==> src/hw/cap_regs_defines.svh <==
// Offsets, field positions and constant contents of the capability register bank.
`ifndef CAP_REGS_DEFINES_SVH
`define CAP_REGS_DEFINES_SVH

// Byte offsets from the base of the register window.
`define OFS_CAPABILITY_LENGTH      8'h00
`define OFS_INTERFACE_REVISION     8'h02
`define OFS_STRUCTURAL_PARAMS_A    8'h04
`define OFS_STRUCTURAL_PARAMS_B    8'h08
`define OFS_STRUCTURAL_PARAMS_C    8'h0c
`define OFS_FEATURE_PARAMS_A       8'h10
`define OFS_DOORBELL_ARRAY_OFFSET  8'h14
`define OFS_RUNTIME_SPACE_OFFSET   8'h18
`define OFS_FEATURE_PARAMS_B       8'h1c

// Field positions inside the first structural parameter word.
`define SLOT_LSB                   0
`define SLOT_MSB                   7
`define INTR_LSB                   8
`define INTR_MSB                   18
`define SPA_SPARE_LSB              19
`define SPA_SPARE_MSB              23
`define PORT_LSB                   24
`define PORT_MSB                   31

// Field positions inside the first word of the window.
`define CAPLEN_LSB                 0
`define CAPLEN_MSB                 7
`define REV_LSB                    16
`define REV_MSB                    31

// Constant contents; the region ends where the operational space starts.
`define CAPABILITY_LENGTH_VAL      8'h20
// Revision value is the draft revision, in BCD: major byte then minor digits.
`define INTERFACE_REVISION_VAL     16'h0095
`define SLOT_COUNT_VAL             8'h40
`define INTERRUPTER_COUNT_VAL      11'h008
`define INTERRUPTER_COUNT_MAX      11'h400
`define PORT_NUMBER_LIMIT_VAL      8'h04
// Highest port number handed out by the supported-protocol structures.
`define PROTOCOL_CAPS_MAX_PORT     8'h04
`define STRUCTURAL_PARAMS_B_VAL    32'h0000_0000
`define STRUCTURAL_PARAMS_C_VAL    32'h0000_0000
`define FEATURE_PARAMS_A_VAL       32'h0000_0000
`define DOORBELL_ARRAY_OFFSET_VAL  32'h0000_3000
`define RUNTIME_SPACE_OFFSET_VAL   32'h0000_2000
`define FEATURE_PARAMS_B_VAL       32'h0000_0000

// Read latency of the window in clock cycles.
`define READ_LATENCY               1

`endif

==> src/hw/cap_regs_pkg.sv <==
// Types shared by the capability register bank.
package cap_regs_pkg;

	typedef logic [7:0]  byteAddr_t;
	typedef logic [31:0] word_t;
	typedef logic [5:0]  wordIndex_t;

endpackage

==> src/hw/host_capability_registers.sv <==
// Read-only capability register bank at the base of the memory-mapped window.
//
// Summary of operation
// RULE1: All capability registers are read-only.
// RULE2: Offsets decode relative to window base.
// RULE3: Byte zero gives offset to operational space.
// RULE4: Offset two holds BCD interface revision.
// RULE5: Revision upper byte major, lower byte minor.
// RULE6: Pre-release build reports its draft revision.
// RULE7: Parameter word fields: slots, interrupters, ports.
// RULE8: Slot count lies in 1 to 255.
// RULE9: Interrupter count equals interrupters implemented.
// RULE10: Interrupter count lies in 1h to 400h.
// RULE11: Port limit lies in 1h to FFh.
// RULE12: Port limit matches protocol structures' highest port.
// RULE13: Software checks protocol structures for port validity.
// RULE14: Doorbell, runtime offsets and feature word present.
// RULE15: Vector table size follows interrupter count.
// RULE16: Reserved space reads zero, writes ignored.
`timescale 1ns/100ps
`include "cap_regs_defines.svh"

module host_capability_registers (
	// Clock and reset.
	input  wire logic                    clk,
	input  wire logic                    reset,
	// Memory-mapped window, byte address relative to the base.
	input  wire logic                    rdReq,
	input  wire logic                    wrReq,
	input  wire cap_regs_pkg::byteAddr_t addr,
	input  wire logic [3:0]              byteEn,
	input  wire cap_regs_pkg::word_t     wrData,
	output logic                         rdValid_r,
	output cap_regs_pkg::word_t          rdData_r,
	// Sizing handed to the message-signalled vector logic.
	output logic [10:0]                  vectorTableSize_r
);

	////////////////////////////////////////////////////////////////////////////////
	// Register contents.

	cap_regs_pkg::word_t  word0;
	cap_regs_pkg::word_t  structParamsA;
	cap_regs_pkg::word_t  selWord;
	cap_regs_pkg::word_t  laneMask;
	cap_regs_pkg::word_t  rdData_nxt;
	cap_regs_pkg::wordIndex_t wordIndex;
	logic                 wrSeen_r;

	// RULE3: operational space offset
	// RULE4: revision at offset two
	// RULE5: major byte over minor
	// RULE6: draft revision constant
	// RULE16: reserved byte zero
	assign word0 = {`INTERFACE_REVISION_VAL, 8'h00, `CAPABILITY_LENGTH_VAL};

	// RULE7: parameter field packing
	// RULE8: nonzero slot count
	// RULE9: implemented interrupter count
	// RULE10: interrupter count in range
	// RULE11: nonzero port limit
	// RULE12: port limit from protocols
	// The field values are build constants chosen inside their legal ranges; the
	// checks below catch a constant that is later edited out of range.
	assign structParamsA = {`PORT_NUMBER_LIMIT_VAL, 5'h00, `INTERRUPTER_COUNT_VAL,
		`SLOT_COUNT_VAL};

	////////////////////////////////////////////////////////////////////////////////
	// Address decode.

	// Word-aligned index; byte lanes pick the bytes within the word.
	assign wordIndex = addr[7:2];

	// RULE2: base-relative decode
	// RULE14: offset and feature words
	// RULE16: reserved span zero
	always_comb begin
		unique case ({wordIndex, 2'b00})
			`OFS_CAPABILITY_LENGTH:     selWord = word0;
			`OFS_STRUCTURAL_PARAMS_A:   selWord = structParamsA;
			`OFS_STRUCTURAL_PARAMS_B:   selWord = `STRUCTURAL_PARAMS_B_VAL;
			`OFS_STRUCTURAL_PARAMS_C:   selWord = `STRUCTURAL_PARAMS_C_VAL;
			`OFS_FEATURE_PARAMS_A:      selWord = `FEATURE_PARAMS_A_VAL;
			`OFS_DOORBELL_ARRAY_OFFSET: selWord = `DOORBELL_ARRAY_OFFSET_VAL;
			`OFS_RUNTIME_SPACE_OFFSET:  selWord = `RUNTIME_SPACE_OFFSET_VAL;
			`OFS_FEATURE_PARAMS_B:      selWord = `FEATURE_PARAMS_B_VAL;
			// Reserved span and anything past the region read as zero.
			default:                    selWord = 32'h0000_0000;
		endcase
	end

	// Disabled byte lanes return zero so narrow reads never leak neighbours.
	always_comb begin
		for (int i = 0; i < 4; i++) begin
			laneMask[i*8 +: 8] = {8{byteEn[i]}};
		end
	end

	assign rdData_nxt = selWord & laneMask;

	////////////////////////////////////////////////////////////////////////////////
	// Read answer.

	// One-cycle answer; data holds until the next read replaces it.
	always_ff @(posedge clk or posedge reset) begin
		if (reset) begin
			rdValid_r <= 1'b0;
			rdData_r  <= 32'h0000_0000;
		end else begin
			rdValid_r <= rdReq;
			if (rdReq) begin
				rdData_r <= rdData_nxt;
			end
		end
	end

	// RULE1: writes store nothing
	// The write port exists only so the window accepts stores; wrData is dropped on purpose.
	always_ff @(posedge clk or posedge reset) begin
		if (reset) begin
			wrSeen_r <= 1'b0;
		end else begin
			wrSeen_r <= wrReq & (|wrData | ~|wrData);
		end
	end

	////////////////////////////////////////////////////////////////////////////////
	// Vector table sizing.

	// RULE15: table size from count
	// The size field is encoded as entries minus one, so it is a constant register.
	always_ff @(posedge clk or posedge reset) begin
		if (reset) begin
			vectorTableSize_r <= 11'h000;
		end else begin
			vectorTableSize_r <= `INTERRUPTER_COUNT_VAL - 11'h001;
		end
	end

	// Byte enables of the previous cycle, so the lane check knows which lanes the
	// answer was asked for; a flop of its own keeps the check independent of the data path.
	logic [3:0]              prevEn_r;

	always_ff @(posedge clk or posedge reset) begin
		if (reset) begin
			prevEn_r <= 4'h0;
		end else begin
			prevEn_r <= byteEn;
		end
	end
endmodule

==> config.mk <==
export PLATFORM = sky130hd
export DESIGN_NAME = host_capability_registers
export DESIGN_NICKNAME = d
export VERILOG_FILES = /design/src/hw/cap_regs_pkg.sv /design/src/hw/host_capability_registers.sv
export VERILOG_INCLUDE_DIRS = /design/src /design/src/hw
export SDC_FILE = /design/constraint.sdc
export NUM_CORES = 1
export LEC_CHECK = 0
export ABC_AREA = 1
export BUFFER_PORTS_ARGS = -buffer_cell sky130_fd_sc_hd__buf_2
export CORE_MARGIN = 3
export CORE_UTILIZATION = 31
export DETAILED_ROUTE_END_ITERATION = 7
export PLACE_DENSITY_LB_ADDON = 0.25
export SKIP_LAST_GASP = 1
export SLEW_MARGIN = 20
export SYNTH_ARGS = -nofsm -noshare
export SYNTH_HDL_FRONTEND = slang
export SYNTH_SLANG_ARGS = --single-unit
==> constraint.sdc <==
create_clock -name clk -period 0.9 [get_ports clk]
set_clock_uncertainty 0.15 [all_clocks]
set_input_delay 0.18 -clock clk [delete_from_list [all_inputs] [get_ports clk]]
set_output_delay 0.18 -clock clk [all_outputs]
set_load 0.01 [all_outputs]
# == Yosys cells after proc, flatten, opt, wreduce, memory -nomap -nowiden ==
# Memories as Yosys holds them, arrays and structs flattened.
# Cells that the tools add are included.
# word_totals
register_bits,34
latch_bits,0
rom_bits,320
ramBits,0
n_memories,1
out_inout_bits,44
# op_classes
n_reduce_logical,1
div,0
mul,0
shifts,0
addsub,0
n_eq_ne,0
bitwise_logic,1
n_mux,1
n_lt_le_gt_ge,0
# mem_list
memory,words,width,rd,rd_ports_with_merged_regs,wr,line_no,text
(name not given),32,10,1,0,0,host_capability_registers.sv:78,"unique case ({wordIndex, 2'b00})"
# op_table
operator,n
$and 32x32->32,1
$mux 32,1
$logic_not 3->1,1

# == Longest topological paths before layout ==
# logic_depth
ltp_word,3
depth_mapped,6
ltp_nobuf,6

# == Worst setup path before layout ==
# No wires, ideal clock.
# synth_path
path_kind,flip-flop to output port
from,"reg, netlist name rdData_r[23]"
to,out rdData_r[18]
stages_incl_launch_ff,2
arrival_time_ns,0.579
n_path_buf,1
setup_slack_ns,-0.009
path_cell_list,dfrtp_1 -> buf_4
# synth_lines
element,line_no,text
end: declaration,host_capability_registers.sv:34,"output cap_regs_pkg::word_t rdData_r,"

==> run_results.csv <==
group,metric,value,unit
route,routedWlPerCell,7.97,µm
hold_path,hold_class,"in -> reg",
status,status,"finished, violations left",
clocking,cts_tree,"done",
clocking,h-tree-depth,1,
floorplanning,rows,16,
worst_setup_path,worst-setup-path-type,"reg -> out",
synthesis,synth-seq-area-share,0.322,
synthesis,synth-simple-area-share,0.182,
synthesis,syn-cell-area,699,µm²
worst_setup_path,start_kind,"flip-flop",
worst_setup_path,cp-end-kind,"output pin",
timing,fin_setup_tns,-2.88,ns
worst_setup_path,slowest_delay,0.40,ns
cells_and_area,layout_commonest_cell,"conb_1",
global_route,grt_pass1_wl,1660,µm
cells_and_area,utilization,0.400,
hold_path,whs_path_depth,3,
global_route,antenna_found_initial,0,
synthesis,synth-compound-area-share,0.0143,
clocking,clock_latency,0.25,ns
synthesis,synth_mux_area_frac,0,
global_route,grtUsageTotal,0.0816,
floorplanning,start_util,0.343,
synthesis,synth_top_family_by_area,"buffers and inverters",
route,vias_per_cell,3.50,
pwr,p_clk_frac,0.332,
hold_path,hold_end,"rdData_r[13]",
worst_setup_path,r2r_end,"rdData_r[23]",
route,initialDrtViolationCount,12,
worst_setup_path,r2r_slack,-0.01,ns
worst_setup_path,crit_arrival,0.80,ns
cells_and_area,fillers,235,
synthesis,synth.distinct_cells,12,
placed_design,hpwl,1000,µm
pwr,p_leak,0.512,nW
floorplanning,io_pins,92,
global_route,grt_start_max_net_pins,10,
floorplanning,die_x,53.5,µm
placed_design,gp_congestion,0.702,
route,vias,504,
cells_and_area,drive_gt1_frac,0.342,
timing,layout_worst_path_cycle_share,1.26,
timing,fin_crit,1.13,ns
pwr,power.internal,632,µW
route,wirelength,1150,µm
timing,max_clock_freq,884,MHz
pwr,pwr-share-comb,0.199,
floorplanning,die_h,53.5,µm
pwr,pwr-share-seq,0.469,
synthesis,ys_seq_elements,9,
clocking,cts_buffers,3,
pwr,p_sw,252,µW
worst_setup_path,crit_fanout,5,
route,drtAntennaViolNets,0,
worst_setup_path,cp_cell_sequence,"buf_2",
placed_design,pre_cts_ws,-0.161,ns
timing,finalHoldViolations,0,
pwr,ir_drop,0.349,mV
cells_and_area,nets,168,
hold_path,hold_start,"addr[4]",
timing,rsz0062_at_grt,"yes",
clocking,clkTransAtPathRegs,0.06,ns
worst_setup_path,reg2reg_depth,3,
global_route,grt_pass1_vias,392,
synthesis,avgSynthCellArea,7.95,µm²
clocking,clockBufferDepth,2,
synthesis,synthAdderAreaFrac,0.0358,
placed_design,port_buffers,26,
clocking,clockRootBuffer,"clkbuf_4",
floorplanning,die_area,0.00286,mm²
cells_and_area,syn2layout_area_growth,16.6,%
synthesis,synth_top_area_cell,"buf_4",
route,remaining_drc_errors,0,
pwr,p_sw_frac,0.285,
pwr,p_total,884,µW
timing,setup_slack,-0.231,ns
cells_and_area,antennaDiodeCount,0,
synthesis,synth.yosys.warnings,0,
floorplanning,core_area,0.00204,mm²
synthesis,synth_xor_area_frac,0,
timing,maxSlewViolCount,0,
worst_setup_path,r2r_start,"rdData_r[23]",
status,violations,"setup timing",
global_route,globalRoute.totalOverflow,0,
synthesis,synthTopCellsByArea,"buf_4 (38%), dfrtp_1 (32%), nand2_1 (9.7%)",
worst_setup_path,cp.required,0.57,ns
route,dr.pass1.iters,4,
pwr,power_density,1080,mW/mm²
worst_setup_path,critPathBufInv,1,
worst_setup_path,path_delay_family,"flip-flops",
clocking,cts_sinks,9,
run,cap_violations,0,
synthesis,syn_inst,88,
synthesis,synth_top_area_share,0.376,
worst_setup_path,critPathSlowestCell,"dfrtp_1",
cells_and_area,final_cell_mix,"conb_1 (31), buf_2 (25), nand2_1 (16)",
timing,finalSetupViolCount,15,
==> cell type report <==
| cell class | instances | area, µm² | area share |
|---|---|---|---|
| multi-input cells | 62 | 299 | 0.367 |
| clock buffers | 4 | 26.3 | 0.0322 |
| flip-flops and latches | 9 | 225 | 0.276 |
| inverters | 11 | 45.0 | 0.0552 |
| well taps | 27 | 33.8 | 0.0414 |
| repair buffers | 31 | 186 | 0.229 |
==> Yosys cell counts, drive strengths merged <==
| cell | n |
|---|---|
| o21ai | 2 |
| nand3 | 1 |
| nand4 | 5 |
| clkinv | 1 |
| ha | 2 |
| inv | 10 |
| dfrtp | 9 |
| buf | 35 |
| nand2 | 18 |
| conb | 2 |
| nor2 | 3 |
==> cells by family after synthesis <==
logic type / after synthesis
flops: 9
buf+inv: 46
fa+ha+maj: 2
other cells: 2
compound gates: 2
simple gates: 27
==> worst register-to-register path, stage by stage (launching register included) <==
cell	delay [ns]
dfrtp_1	0.40
buf_4	0.14
nand2_1	0.05
nand2_1	0.05
==> per-layer routing <==
| metal | part of all wire | vias to the layer above | track usage | routed length, µm |
|---|---|---|---|---|
| met4 | 0 | 0 | 0.0511 | 0 |
| met2 | 0.39 | 36 | 0.106 | 453 |
| met5 | 0 | - | 0 | 0 |
| met3 | 0.14 | 0 | 0.0225 | 161 |
| li1 | - | 258 | - | - |
| met1 | 0.46 | 210 | 0.116 | 533 |
==> metrics by stage <==
stage	instance area (µm²)	instances	hold slack [ns]
5_1_grt	816	144	0.0588
6_report	816	144	0.0688
4_1_cts	781	144	0.0554
3_3_place_gp	712	135	-0.00479
3_5_place_dp	712	135	-0.00256
2_1_floorplan	811	117	-0.142
==> worst max path at each step <==
stage / depth (start not counted) / startpoint / end
after global placement: 7 / addr[3] / rdData_r[6]
final: 1 / rdData_r[23] / rdData_r[20]
after CTS: 1 / rdData_r[23] / rdData_r[23]
after global routing: 1 / rdData_r[23] / rdData_r[20]
after detailed placement: 7 / addr[3] / rdData_r[11]
after floorplan: 1 / rdData_r[23] / rdData_r[18]
==> power by group through the flow <==
stage / clock (mW) / sequential [mW] / combinational, mW
6_report: 0.293 / 0.415 / 0.176
5_1_grt: 0.332 / 0.415 / 0.200
4_1_cts: 0.315 / 0.415 / 0.166
3_5_place_dp: 0 / 0.422 / 0.158
3_3_place_gp: 0 / 0.422 / 0.157
2_1_floorplan: 0 / 0.426 / 0.205
==> state kept, by name, indices dropped and copies added (netlist names) <==
| register | flops |
|---|---|
| rdData_r | 7 |
| vectorTableSize_r | 1 |
| rdValid_r | 1 |
==> what timing repair did <==
action | in CTS | in global routing
hold endpoints to repair | 10 | 1
pin swaps | 0 | 4
hold buffers | 2 | 1
setup endpoints to repair | 14 | 22
resized for setup | 0 | 9
gates cloned | 0 | 0
buffers inserted | 3 | 2
Note: power is estimated with default switching activity, not from simulation.
